## src/design/ifs_pkg.sv

```systemverilog
// Package: register map, field positions and reset values of the interrupt flag block
package ifs_pkg;
  // ****************************************************************
  // Register offsets (byte addresses)
  // ****************************************************************
  localparam logic [11:0] IFS_OFF_FLAG   = 12'h000;
  localparam logic [11:0] IFS_OFF_MASK   = 12'h004;
  localparam logic [11:0] IFS_OFF_STATUS = 12'h008;
  localparam logic [11:0] IFS_OFF_IMASK  = 12'h00C;
  // ****************************************************************
  // Flag bit positions
  // ****************************************************************
  localparam int IFS_BIT_EXT0  = 0;
  localparam int IFS_BIT_CAP1  = 1;
  localparam int IFS_BIT_CMP1  = 2;
  localparam int IFS_BIT_TMR1  = 3;
  localparam int IFS_BIT_CAP2  = 5;
  localparam int IFS_BIT_CMP2  = 6;
  localparam int IFS_BIT_TMR2  = 7;
  localparam int IFS_BIT_TMR3  = 8;
  localparam int IFS_BIT_SPIF  = 9;
  localparam int IFS_BIT_SPIE  = 10;
  localparam int IFS_BIT_URX   = 11;
  localparam int IFS_BIT_UTX   = 12;
  localparam int IFS_BIT_ADC   = 13;
  localparam int IFS_WIDTH     = 16;
  // Implemented bits: 15, 14 and 4 read zero
  localparam logic [15:0] IFS_IMPL_MASK = 16'h3FEF;
  localparam logic [15:0] IFS_RESET     = 16'h0000;
  localparam logic [1:0]  IFS_EVT_WIDTH = 2'd2;
  // Block event status bits (sticky, write one to clear)
  localparam int IFS_EVT_RAISE = 0;
  localparam int IFS_EVT_OVER  = 1;
  localparam logic [1:0]  IFS_EVT_RESET = 2'h0;
  localparam logic [1:0]  HTRANS_NONSEQ = 2'b10;
  localparam logic [1:0]  HTRANS_SEQ    = 2'b11;
  typedef enum logic [1:0] {
    IFS_ST_IDLE  = 2'b00,
    IFS_ST_WRITE = 2'b01,
    IFS_ST_READ  = 2'b11
  } ifs_phase_t;
endpackage : ifs_pkg

```

## src/design/ifs_flag_bit.sv

```systemverilog
// One interrupt request flag with set-over-clear priority
`timescale 1ns/1ps
`default_nettype none
module ifs_flag_bit (
  input  wire logic hclk,
  input  wire logic hresetn,
  input  wire logic set_req,
  input  wire logic wr_en,
  input  wire logic wr_val,
  output var  logic flag
);
  // Source request wins over a software write of zero
  always_ff @(posedge hclk or negedge hresetn) begin
    if (!hresetn) begin
      flag <= 1'b0;
    end else if (set_req) begin
      flag <= 1'b1;
    end else if (wr_en) begin
      flag <= wr_val;
    end
  end
endmodule : ifs_flag_bit
`default_nettype wire

```

## src/design/ifs_ahb_slave.sv

```systemverilog
// AHB-Lite slave front end: captures the address phase and holds it through wait states
`timescale 1ns/1ps
`default_nettype none
module ifs_ahb_slave
  import ifs_pkg::*;
(
  input  wire logic        hclk,
  input  wire logic        hresetn,
  input  wire logic        hsel,
  input  wire logic [31:0] haddr,
  input  wire logic [1:0]  htrans,
  input  wire logic        hwrite,
  input  wire logic        hready,
  output var  logic        wr_pend,
  output var  logic        rd_pend,
  output var  logic [11:0] acc_addr
);
  wire logic take = hsel & hready & (htrans == HTRANS_NONSEQ || htrans == HTRANS_SEQ);
  // Register the address phase for use in the data phase
  always_ff @(posedge hclk or negedge hresetn) begin
    if (!hresetn) begin
      wr_pend  <= 1'b0;
      rd_pend  <= 1'b0;
      acc_addr <= 12'h000;
    end else if (hready) begin
      wr_pend  <= take & hwrite;
      rd_pend  <= take & ~hwrite;
      acc_addr <= take ? haddr[11:0] : acc_addr;
    end
  end
endmodule : ifs_ahb_slave
`default_nettype wire

```

## src/design/ifs_flag_bank.sv

```systemverilog
// Interrupt flag status bank 0 with AHB-Lite register access
//
// Contract
// Each flag reads one once its source raised an uncleared request.
// A flag reads zero while no request from its source is pending. The code also sets a flag when software writes one to it.
// Bit 1 holds the capture channel one flag.
// Bit 0 holds the external interrupt zero flag.
// Bits 15, 14 and 4 read zero and ignore writes.
// Every reset clears all flags to one reset value.
// Bits 13..5,3,2: adc, uart tx, uart rx, spi, spi fault, timers, compare, capture.
`timescale 1ns/1ps
`default_nettype none
module ifs_flag_bank
  import ifs_pkg::*;
(
  input  wire logic        hclk,
  input  wire logic        hresetn,
  input  wire logic        hsel,
  input  wire logic [31:0] haddr,
  input  wire logic [1:0]  htrans,
  input  wire logic        hwrite,
  input  wire logic [2:0]  hsize,
  input  wire logic [31:0] hwdata,
  input  wire logic        hready,
  output var  logic        hreadyout,
  output var  logic        hresp,
  output var  logic [31:0] hrdata,
  input  wire logic        adc_done_req,
  input  wire logic        uart_one_tx_req,
  input  wire logic        uart_one_rx_req,
  input  wire logic        spi_one_event_req,
  input  wire logic        spi_one_fault_req,
  input  wire logic        timer_three_req,
  input  wire logic        timer_two_req,
  input  wire logic        compare_two_req,
  input  wire logic        capture_two_req,
  input  wire logic        timer_one_req,
  input  wire logic        compare_one_req,
  input  wire logic        capture_one_req,
  input  wire logic        external_int_zero_req,
  output var  logic [15:0] irq_pending,
  output var  logic        irq
);
  import ifs_pkg::*;

  // ****************************************************************
  // Bus front end
  // ****************************************************************
  logic        wr_pend;
  logic        rd_pend;
  logic [11:0] acc_addr;

  ifs_ahb_slave u_slave (
    .hclk     (hclk),
    .hresetn  (hresetn),
    .hsel     (hsel),
    .haddr    (haddr),
    .htrans   (htrans),
    .hwrite   (hwrite),
    .hready   (hready),
    .wr_pend  (wr_pend),
    .rd_pend  (rd_pend),
    .acc_addr (acc_addr)
  );

  // Address decode
  wire logic hit_flag   = (acc_addr == IFS_OFF_FLAG);
  wire logic hit_mask   = (acc_addr == IFS_OFF_MASK);
  wire logic hit_status = (acc_addr == IFS_OFF_STATUS);
  wire logic hit_imask  = (acc_addr == IFS_OFF_IMASK);
  wire logic wr_flag    = wr_pend & hit_flag;
  wire logic wr_mask    = wr_pend & hit_mask;
  wire logic wr_status  = wr_pend & hit_status;
  wire logic wr_imask   = wr_pend & hit_imask;
  // A read gets one wait state: read data is loaded in the first data-phase
  // cycle, so a write of the previous transfer has landed before it is read
  wire logic rd_take    = hsel & hready & htrans[1] & ~hwrite;

  // ****************************************************************
  // Source request vector
  // ****************************************************************
  logic [15:0] src_req;
  always_comb begin
    src_req                = 16'h0000;
    src_req[IFS_BIT_EXT0]  = external_int_zero_req;
    src_req[IFS_BIT_CAP1]  = capture_one_req;
    src_req[IFS_BIT_CMP1]  = compare_one_req;
    src_req[IFS_BIT_TMR1]  = timer_one_req;
    src_req[IFS_BIT_CAP2]  = capture_two_req;
    src_req[IFS_BIT_CMP2]  = compare_two_req;
    src_req[IFS_BIT_TMR2]  = timer_two_req;
    src_req[IFS_BIT_TMR3]  = timer_three_req;
    src_req[IFS_BIT_SPIF]  = spi_one_fault_req;
    src_req[IFS_BIT_SPIE]  = spi_one_event_req;
    src_req[IFS_BIT_URX]   = uart_one_rx_req;
    src_req[IFS_BIT_UTX]   = uart_one_tx_req;
    src_req[IFS_BIT_ADC]   = adc_done_req;
  end

  // ****************************************************************
  // Flag storage
  // ****************************************************************
  logic [15:0] interrupt_flag_status_0;

  // One flag per implemented bit; the rest are constant zero
  genvar gi;
  generate
    for (gi = 0; gi < IFS_WIDTH; gi++) begin : g_flag
      if (IFS_IMPL_MASK[gi]) begin : g_impl
        ifs_flag_bit u_bit (
          .hclk    (hclk),
          .hresetn (hresetn),
          .set_req (src_req[gi]),
          .wr_en   (wr_flag),
          .wr_val  (hwdata[gi]),
          .flag    (interrupt_flag_status_0[gi])
        );
      end else begin : g_unimpl
        assign interrupt_flag_status_0[gi] = 1'b0;
      end
    end
  endgenerate

  // ****************************************************************
  // Interrupt enable and block event registers
  // ****************************************************************
  logic [15:0] flag_mask;
  logic [1:0]  evt_status;
  logic [1:0]  evt_imask;
  logic [15:0] prev_flags;

  // Rising edge of any flag enabled in flag_mask raises the block event
  wire logic [15:0] new_flags  = interrupt_flag_status_0 & ~prev_flags;
  wire logic        ev_raise   = |(new_flags & flag_mask);
  wire logic        ev_over    = |(src_req & interrupt_flag_status_0 & IFS_IMPL_MASK);
  wire logic [1:0]  ev_set     = {ev_over, ev_raise};
  wire logic [1:0]  ev_clr     = wr_status ? hwdata[1:0] : 2'b00;
  wire logic [1:0]  next_evt   = ev_set | (evt_status & ~ev_clr);

  // Mask, event status (set beats write-one-clear) and flag history
  always_ff @(posedge hclk or negedge hresetn) begin
    if (!hresetn) begin
      flag_mask  <= 16'h0000;
      evt_imask  <= IFS_EVT_RESET;
      evt_status <= IFS_EVT_RESET;
      prev_flags <= IFS_RESET;
    end else begin
      flag_mask  <= wr_mask ? (hwdata[15:0] & IFS_IMPL_MASK) : flag_mask;
      evt_imask  <= wr_imask ? hwdata[1:0] : evt_imask;
      evt_status <= next_evt;
      prev_flags <= interrupt_flag_status_0;
    end
  end

  // ****************************************************************
  // Outputs
  // ****************************************************************
  wire logic [31:0] rd_mux =
    hit_flag   ? {16'h0000, interrupt_flag_status_0} :
    hit_mask   ? {16'h0000, flag_mask} :
    hit_status ? {30'h0000_0000, evt_status} :
    hit_imask  ? {30'h0000_0000, evt_imask} : 32'h0000_0000;

  // Read data, pending vector and interrupt line all registered
  always_ff @(posedge hclk or negedge hresetn) begin
    if (!hresetn) begin
      hrdata      <= 32'h0000_0000;
      irq_pending <= 16'h0000;
      irq         <= 1'b0;
      hreadyout   <= 1'b1;
      hresp       <= 1'b0;
    end else begin
      hrdata      <= rd_mux;
      irq_pending <= interrupt_flag_status_0 & flag_mask;
      irq         <= |(next_evt & evt_imask);
      hreadyout   <= ~rd_take;
      hresp       <= 1'b0;
    end
  end

  // ****************************************************************
  // Checks
  // ****************************************************************
  a_reserved_zero: assert property (@(posedge hclk) disable iff (!hresetn)
    (interrupt_flag_status_0 & ~IFS_IMPL_MASK) == 16'h0000)
    else $error("reserved flag bit set");
  a_set_flag_cap1: assert property (@(posedge hclk) disable iff (!hresetn)
    capture_one_req |=> interrupt_flag_status_0[IFS_BIT_CAP1])
    else $error("capture one flag not set");
  a_set_flag_ext0: assert property (@(posedge hclk) disable iff (!hresetn)
    external_int_zero_req |=> interrupt_flag_status_0[IFS_BIT_EXT0])
    else $error("external zero flag not set");
  a_set_flag_adc: assert property (@(posedge hclk) disable iff (!hresetn)
    adc_done_req |=> interrupt_flag_status_0[IFS_BIT_ADC])
    else $error("adc flag not set");
  a_flag_holds: assert property (@(posedge hclk) disable iff (!hresetn)
    (interrupt_flag_status_0[IFS_BIT_TMR1] && !wr_flag) |=> interrupt_flag_status_0[IFS_BIT_TMR1])
    else $error("flag lost without clear");
  a_flag_clears: assert property (@(posedge hclk) disable iff (!hresetn)
    (wr_flag && !hwdata[IFS_BIT_URX] && !uart_one_rx_req) |=> !interrupt_flag_status_0[IFS_BIT_URX])
    else $error("flag did not clear");
  a_no_spurious: assert property (@(posedge hclk) disable iff (!hresetn)
    (!interrupt_flag_status_0[IFS_BIT_TMR2] && !timer_two_req && !wr_flag)
      |=> !interrupt_flag_status_0[IFS_BIT_TMR2])
    else $error("flag set without request");
  a_read_flags: assert property (@(posedge hclk) disable iff (!hresetn)
    (rd_pend && hit_flag) |=> hrdata[15:0] == $past(interrupt_flag_status_0))
    else $error("read data differs from flags");
  a_reset_value: assert property (@(posedge hclk)
    $rose(hresetn) |-> interrupt_flag_status_0 == IFS_RESET)
    else $error("flags not cleared by reset");

  // ****************************************************************
  // Per-source flag checks
  // ****************************************************************
  // Every source sets its own flag on the edge after its request
  a_set_flag_cmp1: assert property (@(posedge hclk) disable iff (!hresetn)
    compare_one_req |=> interrupt_flag_status_0[IFS_BIT_CMP1])
    else $error("compare one flag not set");
  a_set_flag_tmr1: assert property (@(posedge hclk) disable iff (!hresetn)
    timer_one_req |=> interrupt_flag_status_0[IFS_BIT_TMR1])
    else $error("timer one flag not set");
  a_set_flag_cap2: assert property (@(posedge hclk) disable iff (!hresetn)
    capture_two_req |=> interrupt_flag_status_0[IFS_BIT_CAP2])
    else $error("capture two flag not set");
  a_set_flag_cmp2: assert property (@(posedge hclk) disable iff (!hresetn)
    compare_two_req |=> interrupt_flag_status_0[IFS_BIT_CMP2])
    else $error("compare two flag not set");
  a_set_flag_tmr2: assert property (@(posedge hclk) disable iff (!hresetn)
    timer_two_req |=> interrupt_flag_status_0[IFS_BIT_TMR2])
    else $error("timer two flag not set");
  a_set_flag_tmr3: assert property (@(posedge hclk) disable iff (!hresetn)
    timer_three_req |=> interrupt_flag_status_0[IFS_BIT_TMR3])
    else $error("timer three flag not set");
  a_set_flag_spif: assert property (@(posedge hclk) disable iff (!hresetn)
    spi_one_fault_req |=> interrupt_flag_status_0[IFS_BIT_SPIF])
    else $error("spi fault flag not set");
  a_set_flag_spie: assert property (@(posedge hclk) disable iff (!hresetn)
    spi_one_event_req |=> interrupt_flag_status_0[IFS_BIT_SPIE])
    else $error("spi event flag not set");
  a_set_flag_urx: assert property (@(posedge hclk) disable iff (!hresetn)
    uart_one_rx_req |=> interrupt_flag_status_0[IFS_BIT_URX])
    else $error("uart rx flag not set");
  a_set_flag_utx: assert property (@(posedge hclk) disable iff (!hresetn)
    uart_one_tx_req |=> interrupt_flag_status_0[IFS_BIT_UTX])
    else $error("uart tx flag not set");

  // ****************************************************************
  // Whole-register flag checks
  // ****************************************************************
  // Low half of the write data, as seen by the flag register
  wire logic [15:0] wr_word = hwdata[15:0];

  // A flag only falls through a software write
  a_flag_sticky: assert property (@(posedge hclk) disable iff (!hresetn)
    !wr_flag |=> (($past(interrupt_flag_status_0) & ~interrupt_flag_status_0) == 16'h0000))
    else $error("flag fell without a write");
  // A flag only rises through its own request when software is not writing
  a_flag_no_rise: assert property (@(posedge hclk) disable iff (!hresetn)
    !wr_flag |=> ((interrupt_flag_status_0 & ~$past(interrupt_flag_status_0) & ~$past(src_req)) == 16'h0000))
    else $error("flag rose without a request");
  // A written value lands, a same-cycle request still wins for its bit
  a_flag_write: assert property (@(posedge hclk) disable iff (!hresetn)
    wr_flag |=> interrupt_flag_status_0 == (($past(wr_word) | $past(src_req)) & IFS_IMPL_MASK))
    else $error("written flag value lost");

  // Mask keeps reserved bits clear; pending vector is flags under mask
  a_mask_reserved: assert property (@(posedge hclk) disable iff (!hresetn)
    (flag_mask & ~IFS_IMPL_MASK) == 16'h0000)
    else $error("reserved mask bit set");
  a_pending_follows: assert property (@(posedge hclk) disable iff (!hresetn)
    irq_pending == ($past(interrupt_flag_status_0) & $past(flag_mask)))
    else $error("pending vector differs from flags");

  // ****************************************************************
  // Bus answer checks
  // ****************************************************************
  // Reads wait exactly one cycle, writes none, the response is always okay
  a_read_wait: assert property (@(posedge hclk) disable iff (!hresetn)
    rd_take |=> !hreadyout)
    else $error("read not stretched");
  a_wait_one: assert property (@(posedge hclk) disable iff (!hresetn)
    !hreadyout |=> hreadyout)
    else $error("wait state too long");
  a_write_ready: assert property (@(posedge hclk) disable iff (!hresetn)
    (hsel && hready && htrans[1] && hwrite) |=> hreadyout)
    else $error("write stretched");
  a_resp_okay: assert property (@(posedge hclk) disable iff (!hresetn)
    !hresp)
    else $error("error response on bus");
  // Every register is at most sixteen bits wide
  a_rdata_upper: assert property (@(posedge hclk) disable iff (!hresetn)
    hrdata[31:16] == 16'h0000)
    else $error("upper read data not zero");

  // ****************************************************************
  // Block event checks
  // ****************************************************************
  // Event bits are set by their events and held until cleared
  a_event_raise: assert property (@(posedge hclk) disable iff (!hresetn)
    ev_raise |=> evt_status[IFS_EVT_RAISE])
    else $error("raise event lost");
  a_event_over: assert property (@(posedge hclk) disable iff (!hresetn)
    ev_over |=> evt_status[IFS_EVT_OVER])
    else $error("overrun event lost");
  a_event_held: assert property (@(posedge hclk) disable iff (!hresetn)
    (evt_status[IFS_EVT_RAISE] && !ev_clr[IFS_EVT_RAISE]) |=> evt_status[IFS_EVT_RAISE])
    else $error("raise event lost without clear");
  // The interrupt line follows the event bits in the same cycle, under the previous cycle's enables
  a_irq_follows: assert property (@(posedge hclk) disable iff (!hresetn)
    irq == |(evt_status & $past(evt_imask)))
    else $error("interrupt line differs from events");
endmodule : ifs_flag_bank
`default_nettype wire

```

## config.mk

```make
export PLATFORM = sky130hd
export DESIGN_NAME = ifs_flag_bank
export DESIGN_NICKNAME = d
export VERILOG_FILES = /design/src/design/ifs_pkg.sv /design/src/design/ifs_flag_bit.sv /design/src/design/ifs_ahb_slave.sv /design/src/design/ifs_flag_bank.sv
export SDC_FILE = /design/constraint.sdc
export NUM_CORES = 1
export LEC_CHECK = 0
export ABC_AREA = 1
export BUFFER_PORTS_ARGS = -buffer_cell sky130_fd_sc_hd__buf_2
export CAP_MARGIN = 30
export CELL_PAD_IN_SITES_DETAIL_PLACEMENT = 0
export CELL_PAD_IN_SITES_GLOBAL_PLACEMENT = 1
export CORE_MARGIN = 1.5
export CORE_UTILIZATION = 38
export DETAILED_ROUTE_END_ITERATION = 10
export GPL_ROUTABILITY_DRIVEN = 0
export PLACE_DENSITY_LB_ADDON = 0.1
export RECOVER_POWER = 100
export SYNTH_ARGS = -nofsm -noshare
export SYNTH_HDL_FRONTEND = slang
export SYNTH_SLANG_ARGS = --single-unit
```

## constraint.sdc

```tcl
create_clock -name hclk -period 2.55 [get_ports hclk]
set_clock_uncertainty 0.15 [all_clocks]
set_input_delay 0.51 -clock hclk [delete_from_list [all_inputs] [get_ports hclk]]
set_output_delay 0.51 -clock hclk [all_outputs]
set_load 0.02 [all_outputs]
```

After elaboration in Yosys (flattened, before gate mapping)
Index checks and enable logic that the tools add are counted.

word-level totals
  output and inout port bits = 51
  register bits after elaboration = 106

operators by class
  equal/unequal tests = 5
  reductions and logical operators = 19
  bitwise logic cells = 20
  muxes and demuxes = 31

operators by type and width
  cell                                                                    count
  14-bit bitwise AND                                                      2
  14-bit two-way mux                                                      2
  1-bit two-way mux                                                       26
  2-bit nonzero test                                                      13
  12-bit by 4-bit equality test with 1-bit output, second input constant  2
  14-bit by 16-bit bitwise AND with 16-bit output                         1
  16-bit by 14-bit bitwise AND with 16-bit output                         1
  14-bit inverter with 16-bit output                                      1
  16-bit OR reduction                                                     1
  13-bit OR reduction                                                     1
  12-bit by 3-bit equality test with 1-bit output, second input constant  1
  12-bit zero test                                                        1
  1-bit bitwise AND                                                       9
  2-bit two-way mux                                                       3
  2-bit bitwise AND                                                       2
  2-bit equality test, second input constant                              2
  1-bit inverter                                                          2
  2-bit inverter                                                          1
  2-bit bitwise OR                                                        1
  2-bit AND reduction                                                     1
  2-bit OR reduction                                                      1
  1-bit logical OR                                                        1

Longest topological paths before layout
Gate-level depths: netlist (run 1).

  depth in word-level cells = 8
  mapped depth = 10
  mapped depth without buffers = 10

By module
From an unflattened synthesis (run 1), not the netlist that was laid out.

second synthesis, totals
  cell total of the unflattened synthesis = 420
  area, all modules = 3788.6 µm²

modules (own cells, without submodules)
  module         sequential area each (µm²)  times used  area an instance (µm²)  cells each
  ifs_flag_bank  1452.6                      1           2506.2                  278
  ifs_flag_bit   25.0                        13          52.6                    6
  ifs_ahb_slave  350.3                       1           599.3                   64

Worst setup path before layout (run 1)
Ideal clock, no wire load.

  kind = input port to flip-flop
  start point = input hsel
  end point = register u_slave.acc_addr[11]
  data required time = 2275 ps
  slack = 971 ps
  path buffers = 1
  setup time = 125 ps
  stages on the path = 3
  arrival time = 1304 ps
  cells stage by stage = nand3_1 > buf_2 > mux2_2

between the ends
  longest elaborated chain between the ends = 3

ends and longest elaborated chain
  element                               RTL line             source
  start: declaration                    ifs_flag_bank.sv:18  input wire logic hsel,
  1-bit bitwise AND (2 in a row)        ifs_ahb_slave.sv:18  wire logic take = hsel & hready & (htrans == HTRANS_NONSEQ || htrans == HTRANS_SEQ);
  2-bit AND reduction (no source line)  -
  end signal: assignment                ifs_ahb_slave.sv:28  acc_addr <= take ? haddr[11:0] : acc_addr;
  end: declaration                      ifs_ahb_slave.sv:16  output var logic [11:0] acc_addr

No other way between the ends.
A chain may end at the register's enable or synchronous reset.

Final worst setup path (run 1)
  start point = register u_slave.acc_addr[7]
  end point = register hrdata[0]

between the ends
  longest elaborated chain between the ends = 5

ends and longest elaborated chain
  element                                          RTL line              source
  12-bit by 4-bit equality test with 1-bit output  ifs_flag_bank.sv:70   wire logic hit_imask = (acc_addr == IFS_OFF_IMASK);
  2-bit two-way mux                                ifs_flag_bank.sv:162  hit_imask ? {30'h0000_0000, evt_imask} : 32'h0000_0000;
  2-bit two-way mux                                ifs_flag_bank.sv:161  hit_status ? {30'h0000_0000, evt_status} :
  14-bit two-way mux                               ifs_flag_bank.sv:160  hit_mask ? {16'h0000, flag_mask} :
  14-bit two-way mux (*)                           ifs_flag_bank.sv:159  hit_flag ? {16'h0000, interrupt_flag_status_0} :
  net rd_mux[0]                                    ifs_flag_bank.sv:158  wire logic [31:0] rd_mux =
  end signal: assignment                           ifs_flag_bank.sv:173  hrdata <= rd_mux;
  end: declaration                                 ifs_flag_bank.sv:27   output var logic [31:0] hrdata,

Mark *: on every way through the listed nets, which the timed path passes. The rest lies on a longest branch.

==> results of run 1 <==
[cells in the final DEF, fill, tap and decap left out, drive strengths merged]
cell / Yosys / routed
clkinv: 1 / 2
o22ai: 12 / 12
nor2: 30 / 30
inv: 49 / 51
dfrtp: 83 / 83
o21ai: 28 / 28
mux2: 8 / 8
a21oi: 17 / 17
clkbuf: 1 / 41
dlygate4sd3: 0 / 1
conb: 1 / 23
nor3: 1 / 1
and2: 1 / 1
clkinvlp: 0 / 3
or2: 1 / 1
bufinv: 0 / 1
nand2: 74 / 74
dfstp: 1 / 1
nand4: 7 / 7
nand3: 14 / 14
buf: 29 / 45
[power groups by stage]
stage | clock network, mW | registers (mW) | logic [mW]
3_5_place_dp | 0 | 1.42 | 0.192
3_3_place_gp | 0 | 1.42 | 0.190
6_report | 0.966 | 1.39 | 0.188
2_1_floorplan | 0 | 1.42 | 0.126
4_1_cts | 0.991 | 1.39 | 0.195
5_1_grt | 1.05 | 1.40 | 0.215
[cell type report]
| cell class | instances | area, µm² | share of cell area, % |
|---|---|---|---|
| multi-input cells | 216 | 1021 | 25.20 |
| clock buffers | 9 | 123.9 | 3.057 |
| clock inverters | 7 | 75.07 | 1.853 |
| well taps | 108 | 135.1 | 3.335 |
| repair buffers | 78 | 405.4 | 10.01 |
| inverters | 50 | 187.7 | 4.632 |
| flip-flops and latches | 84 | 2103 | 51.91 |
[Yosys cell counts]
library cell  count
dfrtp_1          83
nand3_4           1
buf_6             2
nand2_1          73
nor2_4            3
o22ai_1          12
clkbuf_1          1
nand3_1          13
mux2_2            8
nor3_1            1
dfstp_2           1
clkinv_1          1
buf_1             1
inv_1            49
o21ai_1           7
nand2_2           1
o21ai_0          21
buf_4            24
conb_1            1
and2_1            1
buf_2             2
or2_2             1
nor2_1           27
a21oi_1          17
nand4_1           7
[worst max-delay path, stage by stage (launching register included)]
cell and delay, ns:
dfrtp_1 0.35, nor2_1 0.05, nand2_1 0.10, nor2_4 0.07, nand2_1 0.13, clkbuf_1 0.64, inv_1 0.20, nor2_1 0.15
nand2_1 0.06, nand2_1 0.06
[stage by stage]
stage / util [%] / total power, mW / cells / setup slack, ns / hold slack [ns]
finish: 46.23 / 2.544 / 552 / 0.5347 / 0.1834
global route: 46.23 / 2.659 / 552 / 0.3323 / 0.1739
CTS: 46.92 / 2.578 / 552 / 0.7720 / 0.1659
detailed placement: 44.53 / 1.612 / 535 / 0.7015 / 0.2641
global placement: 44.53 / 1.609 / 535 / 0.7062 / 0.2541
floorplan: - / 1.543 / 380 / 0.9711 / 0.06441
[routing by layer]
metal	GRT usage, %	vias up
met5	0	-
met4	7.584	0
met3	4.184	15
met2	23.18	71
met1	22.99	1169
li1	-	1250
[worst paths after layout]
kind / endpoint / slack (ns) / depth (start not counted) / start
worst max-delay path: hrdata[0] / 0.53 / 9 / u_slave.acc_addr[7]
worst min-delay path: hreadyout / 0.18 / 2 / hsel
worst max register to register: hrdata[0] / 0.53 / 9 / u_slave.acc_addr[7]
min in group asynchronous: irq_pending[6] / 0.66 / 2 / hresetn
max in group asynchronous: g_flag[1].g_impl.u_bit.flag / 0.59 / 3 / hresetn
worst min register to register: prev_flags[9] / 0.28 / 0 / g_flag[9].g_impl.u_bit.flag
[cell families after synthesis]
kind of cell	Yosys count	synth area share [%]
and+or+nand+nor	128	16.14
DFF	84	60.71
buffers and inverters	80	11.77
AOI/OAI and AO/OA	57	8.667
muxes	8	2.600
other	1	0.1082
[sequential cells by signal, indices dropped and copies added (netlist names)]
register                  cells
flag_mask                    13
g_flag.g_impl.u_bit.flag     13
hrdata                       13
irq_pending                  13
prev_flags                   13
u_slave.acc_addr             12
evt_imask                     2
evt_status                    2
hreadyout                     1
irq                           1
u_slave.wr_pend               1
==> reports/qor.yml, run 1 <==
status:
  status: "finished clean"
floorplanning:
  io_pins: 138
  start_util_pct: 39.53
  die_y_um: 98.49
  num_rows: 34
  coreArea_mm2: 0.008763
  die-area_mm2: 0.009699
  dieWidth_um: 98.49
logic_synthesis:
  syn-cell-area_mm2: 0.003465
  synth.area.top_cells: "dfrtp_1 (60%), nand2_1 (7.9%), inv_1 (5.3%), buf_4 (5.2%), o21ai_0 (3.0%)"
  yosysTopAreaCell: "dfrtp_1"
  synthCells: 358
  seq_area_frac_synth_pct: 60.71
  yosysUniqueCellTypes: 25
  yosysWarnings: 0
  yosysTopAreaCellShare_pct: 59.95
  avgSynthCellArea_um2: 9.678
  synth_seq_cells: 84
placed_design:
  numPortBuffers: 71
  place_area_mm2: 0.003902
  dpl.hpwl_mm: 5.140
timing:
  final_max_slew_viol_count: 0
  worstMarginPinSlew_ns: 0.9223
  slew-limit-headroom_pct: 38.51
  finalSetupTns_ns: 0
  hold_viol: 0
  rsz0062_at_grt: "no"
  period_share_pct: 79.03
  max_freq_mhz: 496.2
  period_minus_slack_ns: 2.015
  setup_viol: 0
grt:
  grt_pass1_vias: 2441
  grt_max_degree: 36
  antenna_found_initial: 0
  grt-ovfl-total: 0
  grt_util_all_layers_pct: 16.17
  grt_pass1_wl_mm: 12.09
setup_path:
  cp_max_fo: 14
  worstPathArrival_ns: 2.16
  end_kind: "flip-flop"
  critPathKind: "flip-flop to flip-flop"
  start_kind: "flip-flop"
  cp.required_ns: 2.70
cells_and_area:
  diodes: 0
  nFillCells: 901
  final_net_count: 526
  fin_area_mm2: 0.004051
  syn2layout_area_growth_pct: 16.94
  drive_above_1_share_pct: 17.12
cts:
  root_buffer: "clkbuf_8"
  cts_made_buffers: 9
  htree_levels: 3
  clock_latency_ns: 0.36
  post_cts_resized: 0
  postCtsSetupBuffers: 0
  path_clk_slew_ns: 0.09
  clock_path_buffers: 2
  ctsHoldBuffers: 1
  clock_sinks: 84
  cts_tree: "done"
routing:
  drt_iter0_drc: 85
  wl_per_cell_um: 13.14
  wl_met2_mm: 3.207
  finalWirelength_mm: 7.252
  via_count: 2505
  wl_met1_mm: 3.517
  route.met3.wl_um: 395
  ant_nets: 0
  routed_via_density: 4.538
  drtPass1Iterations: 4
  maxUsedRoutingLayer: "met4"
  drc: 0
power:
  p_seq_share_pct: 54.7
  p_int_mw: 1.894
  leakage_nw: 2.048
  p_clk_share_pct: 37.9
  peakVddDrop_v: 0.0003312
  pwr-share-comb_pct: 7.4
  powerDensity_mw_per_mm2: 628.1
  sw_frac_of_total_pct: 25.57
  switching_power_uw: 650.5
job:
  drv_cap: 0
hold_path:
  hold_class: "primary input to flip-flop"
Power figures use the tool's default switching activity.
==> run 2: changes to the inputs <==
CORE_UTILIZATION = 35   (was 38)
clock period = 1.9 ns   (was 2.55 ns; I/O delays follow)
==> run 2 against run 1 <==
Clock power grew 24%. Hold slack lost 0.097 ns. Sequential share of layout area shrank 0.38 points. Largest cell class unchanged. Critical endpoint is now evt_imask[0]. Power grew 31%.
==> reports/qor.yml, run 2 (synthesis results as in run 1) <==
floorplanning:
  die_y_um: 102.5  # +4.1%
  dieWidth_um: 102.5  # +4.1%
  die-area_mm2: 0.01050  # +8.3%
  num_rows: 36  # +5.9%
  io_pins: 138  # unchanged
  coreArea_mm2: 0.009684  # +11%
  start_util_pct: 35.78  # -3.8 points
cells_and_area:
  diodes: 0  # unchanged
  final_common_cell: "dfrtp_1"
  final_cell_count_no_fill: 581  # +5.3%
  final_net_count: 530  # +0.76%
  syn2layout_area_growth_pct: 17.80
  nFillCells: 1007  # +12%
  fin_area_mm2: 0.004081  # +0.74%
  drive_above_1_share_pct: 17.63  # +0.52 points
  postLayoutCoreUtil_pct: 42.14  # -4.1 points
  final_cell_mix: "dfrtp_1 (83), nand2_1 (73), inv_1 (49)"
setup_path:
  r2r_cells: 7  # -2
  cp.required_ns: 1.98  # -0.72 ns
  r2r-start: "u_slave.acc_addr[11]"
  worstPathArrival_ns: 1.71  # -0.45 ns
  start_kind: "flip-flop"
  rrSetupSlack_ns: 0.28  # -0.26 ns
  end_kind: "flip-flop"
  critPathKind: "flip-flop to flip-flop"
  r2r-end: "evt_imask[0]"
  cp_max_fo: 7  # -7
timing:
  worst_hold_slack_ns: 0.08600  # -0.09744 ns
  hold_viol: 0  # unchanged
  finalSetupTns_ns: 0  # unchanged
  worstMarginPinSlew_ns: 0.7797  # -0.1426 ns
  period_minus_slack_ns: 1.623  # -0.3922 ns
  period_share_pct: 85.42  # +6.4 points
  final_max_slew_viol_count: 0  # unchanged
  fin_ws_ns: 0.2769  # -0.2578 ns
  rsz0062_at_grt: "no"
  setup_viol: 0  # unchanged
  slew-limit-headroom_pct: 48.02  # +9.5 points
  max_freq_mhz: 616.1  # +24%
power:
  peakVddDrop_v: 0.0003541  # +6.9%
  sw_frac_of_total_pct: 24.67  # -0.90 points
  power.total_mw: 3.323  # +31%
  leakage_nw: 2.061  # +0.64%
  p_int_mw: 2.503  # +32%
  p_clk_share_pct: 36.2  # -1.7 points
  switching_power_uw: 819.5  # +26%
  powerDensity_mw_per_mm2: 814.1  # +30%
  p_seq_share_pct: 56.2  # +1.5 points
  pwr-share-comb_pct: 7.5  # about the same
cts:
  htree_levels: 3  # unchanged
  root_buffer: "clkbuf_8"
  clock_latency_ns: 0.35  # about the same
  path_clk_slew_ns: 0.08  # about the same
  clock_sinks: 84  # unchanged
  cts_tree: "done"
  cts_made_buffers: 9  # unchanged
  clock_path_buffers: 2  # unchanged
placed_design:
  place_ws_ns: 0.2964  # -0.4050 ns
  place_area_mm2: 0.003964  # +1.6%
  dp.cells: 564  # +5.4%
  dpl.hpwl_mm: 5.383  # +4.7%
  numPortBuffers: 71  # unchanged
routing:
  via_count: 2510  # +0.20%
  routed_via_density: 4.320  # -4.8%
  drtPass1Iterations: 4  # unchanged
  drt_iter0_drc: 98  # +15%
  ant_nets: 0  # unchanged
  wl_per_cell_um: 13.03  # -0.83%
  finalWirelength_mm: 7.570  # +4.4%
  drc: 0  # unchanged
grt:
  grt_pass1_wl_mm: 11.99  # -0.79%
  grt_util_all_layers_pct: 15.45  # -0.72 points
  grt_pass1_vias: 2400  # -1.7%
  grt_max_degree: 33  # -8.3%
  antenna_found_initial: 0  # unchanged
  grt-ovfl-total: 0  # unchanged
hold_path:
  hold_class: "primary input to flip-flop"
  min_from: "htrans[1]"
  hold_depth: 2  # unchanged
  hold_end: "hreadyout"
job:
  drv_cap: 0  # unchanged
status:
  status: "finished clean"
[run 2: cell count changes in the layout (fill, tap and decap cells not counted), moves of 2 or more]
cell        before  now
clkbuf_8         9   12
buf_4            1    3
clkinv_2         1    3
inv_6            2    0
clkbuf_1        30   32
clkinvlp_4       3    1
[run 2: metal layers]
| layer | wire (µm) | track usage [%] |
|---|---|---|
| met3 | 406 | 3.661 |
| met4 | 87 | 5.585 |
| met5 | 0 | 0 |
| met2 | 3506 | 24.15 |
| met1 | 3570 | 21.09 |
[run 2: cell type report]
cell class              count  area [µm²]  area share (%)
repair buffers             82       412.9           10.12
flip-flops and latches     84        2103           51.53
clock buffers              12       165.2           4.047
well taps                 133       166.4           4.077
clock inverters             4       22.52          0.5518
multi-input cells         216        1023           25.08
inverters                  50       187.7           4.598
[run 2: worst max path at each step]
stage,to,from,depth (start not counted)
5_1_grt,prev_flags[2],hresetn,3
6_report,evt_imask[0],u_slave.acc_addr[11],7
2_1_floorplan,flag_mask[5],u_slave.acc_addr[11],7
3_3_place_gp,hrdata[1],u_slave.acc_addr[11],9
4_1_cts,hrdata[1],u_slave.acc_addr[11],9
3_5_place_dp,hrdata[1],u_slave.acc_addr[0],9
[run 2: what timing repair did]
item | in CTS | in global routing
endpoints found under the hold margin | 15 | 0
buffers inserted | 0 | 0
resized for setup | 0 | 0
hold buffers | 1 | 0
endpoints found under the setup margin | 0 | 0
[run 2: power by group through the flow]
stage               logic [mW]  clock network, mW  registers (mW)
floorplan                0.169                  0            1.90
finish                   0.251               1.20            1.87
detailed placement       0.264                  0            1.91
global route             0.286               1.33            1.88
CTS                      0.267               1.25            1.87
global placement         0.262                  0            1.90
[run 2: critical path: stages, from the launching register on]
cell	delay (ns)
dfrtp_1	0.38
nor2_1	0.11
nand2_1	0.09
nor2_4	0.14
clkbuf_1	0.26
nand3_1	0.16
o21ai_0	0.17
nand2_1	0.06
==> run 3: changes to the inputs <==
GPL_TIMING_DRIVEN = 0   (was default)
==> run 3 against run 2 <==
Global-route usage rose by 0.75 points. Power rose by 12%. Critical endpoint is now flag_mask[5]. Worst setup slack got worse by 0.096 ns. Sequential share of layout area fell by 3.9 points. Sequential power barely moved. Cell area rose by 8.1%. Non-clock buffer count rose by 32. Largest cell class unchanged. First-iteration DRC count rose by 22%. Routed wire length rose by 4.7%.
==> reports/qor.yml, run 3 (synthesis results as in run 1) <==
setup_path:
  startpoint: "u_slave.acc_addr[7]"
  end_kind: "flip-flop"
  start_kind: "flip-flop"
  cp_max_fo: 10  # +3
  critPathKind: "flip-flop to flip-flop"
  worstPathArrival_ns: 1.80  # +0.09 ns
  r2r-start: "u_slave.acc_addr[7]"
  rrSetupSlack_ns: 0.18  # -0.10 ns
  cp.required_ns: 1.98  # about the same
timing:
  hold_viol: 0  # unchanged
  period_share_pct: 90.45  # +5.0 points
  finalSetupTns_ns: 0  # unchanged
  setup_viol: 0  # unchanged
  final_max_slew_viol_count: 0  # unchanged
  rsz0062_at_grt: "no"
  period_minus_slack_ns: 1.719  # +0.09556 ns
  max_freq_mhz: 581.9  # -5.6%
  worst_hold_slack_ns: 0.06408  # -0.02192 ns
cts:
  cts_tree: "done"
  clock_sinks: 84  # unchanged
  root_buffer: "clkbuf_8"
  htree_levels: 3  # unchanged
  clock_latency_ns: 0.36  # about the same
  cts_made_buffers: 9  # unchanged
  clock_path_buffers: 2  # unchanged
  path_clk_slew_ns: 0.08  # about the same
power:
  p_seq_share_pct: 50.2  # -6.0 points
  leakage_nw: 2.273  # +10%
  pwr-share-comb_pct: 8.0  # +0.5 points
  switching_power_uw: 854.8  # +4.3%
  powerDensity_mw_per_mm2: 844.9  # +3.8%
  sw_frac_of_total_pct: 22.93  # -1.7 points
  p_clk_share_pct: 41.9  # +5.7 points
  p_int_mw: 2.874  # +15%
  peakVddDrop_v: 0.0003917  # +11%
cells_and_area:
  syn2layout_area_growth_pct: 27.37
  final_net_count: 562  # +6.0%
  diodes: 0  # unchanged
  nFillCells: 975  # -3.2%
  final_cell_count_no_fill: 613  # +5.5%
  drive_above_1_share_pct: 23.96  # +6.3 points
  final_cell_mix: "dfrtp_1 (83), nand2_1 (73), inv_1 (49)"
  final_common_cell: "dfrtp_1"
hold_path:
  min_from: "hsel"
  hold_class: "primary input to flip-flop"
grt:
  grtUsageMet1_pct: 21.92  # +0.83 points
  top_usage_layer: "met2"
  use_met3_pct: 3.322  # -0.34 points
  grt.met2_usage_pct: 24.35  # +0.20 points
  grt_util_all_layers_pct: 16.20  # +0.75 points
  grt_max_degree: 70  # +110%
  grt_pass1_wl_mm: 12.52  # +4.4%
  antenna_found_initial: 0  # unchanged
  grt-ovfl-total: 0  # unchanged
  grt_pass1_vias: 2553  # +6.4%
placed_design:
  dp.cells: 585  # +3.7%
  numPortBuffers: 71  # unchanged
  dpl.hpwl_mm: 5.541  # +2.9%
routing:
  wl_per_cell_um: 12.93  # -0.79%
  ant_nets: 0  # unchanged
  finalWirelength_mm: 7.924  # +4.7%
  drtPass1Iterations: 4  # unchanged
  via_count: 2651  # +5.6%
  drt_iter0_drc: 120  # +22%
  routed_via_density: 4.325  # +0.10%
  drc: 0  # unchanged
floorplanning:
  start_util_pct: 35.78  # unchanged
  coreArea_mm2: 0.009684  # unchanged
  num_rows: 36  # unchanged
  io_pins: 138  # unchanged
  die-area_mm2: 0.01050  # unchanged
  dieWidth_um: 102.5  # unchanged
  die_y_um: 102.5  # unchanged
job:
  drv_cap: 0  # unchanged
status:
  status: "finished clean"
[run 3: changes by cell type in the layout (fill, tap and decap cells not counted), sizes merged]
| cell | delta |
|---|---|
| clkinv | -1 |
| clkbuf | -2 |
| bufinv | +3 |
| buf | +32 |
[run 3: worst paths after layout]
path,endpoint,cells after the start
setup / recovery,flag_mask[5],7
hold / removal,hreadyout,2
setup reg to reg,flag_mask[5],7
hold reg to reg,prev_flags[12],0
max in group asynchronous,hreadyout,3
min in group asynchronous,irq_pending[7],2
[run 3: critical path, stage by stage, from the launching register on]
cell and delay [ns]:
dfrtp_1 0.38, nor2_1 0.10, nand2_1 0.09, nor2_4 0.19
nand3_4 0.17, nor2_4 0.22, buf_6 0.19, o21ai_0 0.10
[run 3: cell type report]
class	instances	area (µm²)	share of cell area, %
multi-input cells	216	1036	23.48
clock buffers	10	137.6	3.119
well taps	133	166.4	3.771
flip-flops and latches	84	2103	47.66
plain buffers	30	227.7	5.160
repair buffers	84	442.9	10.04
clock inverters	6	111.4	2.523
inverters	50	187.7	4.253
[run 3: repair_timing]
action | CTS | global route
setup endpoints to repair | 2 | 36
resized for setup | 1 | 5
pin swaps | 0 | 3
hold buffers | 1 | 0
setup buffers | 0 | 11
hold endpoints to repair | 15 | 0
[run 3: power groups by stage]
stage,Sequential (mW),Clock (mW),Combinational (mW)
final,1.87,1.56,0.297
after global routing,1.88,1.68,0.333
after CTS,1.87,1.61,0.298
after detailed placement,1.91,0,0.296
after global placement,1.90,0,0.286
after floorplan,1.90,0,0.169
[run 3: stage by stage]
stage / total power, mW / area, µm² / utilization [%] / setup slack [ns]
after floorplan: 2.071 / 3547 / - / 0.3767
after global placement: 2.190 / 4069 / 42.02 / -0.4518
after detailed placement: 2.201 / 4099 / 42.33 / 0.005713
after CTS: 3.775 / 4359 / 45.01 / 0.004989
after global routing: 3.885 / 4413 / 45.57 / 0.0008458
final: 3.728 / 4413 / 45.57 / 0.1814
[run 3: routing by layer]
layer,vias to the layer above,part of all wire [%]
met5,-,0
met4,0,2.8
met3,16,4.7
met2,66,47
met1,1244,45
li1,1325,-
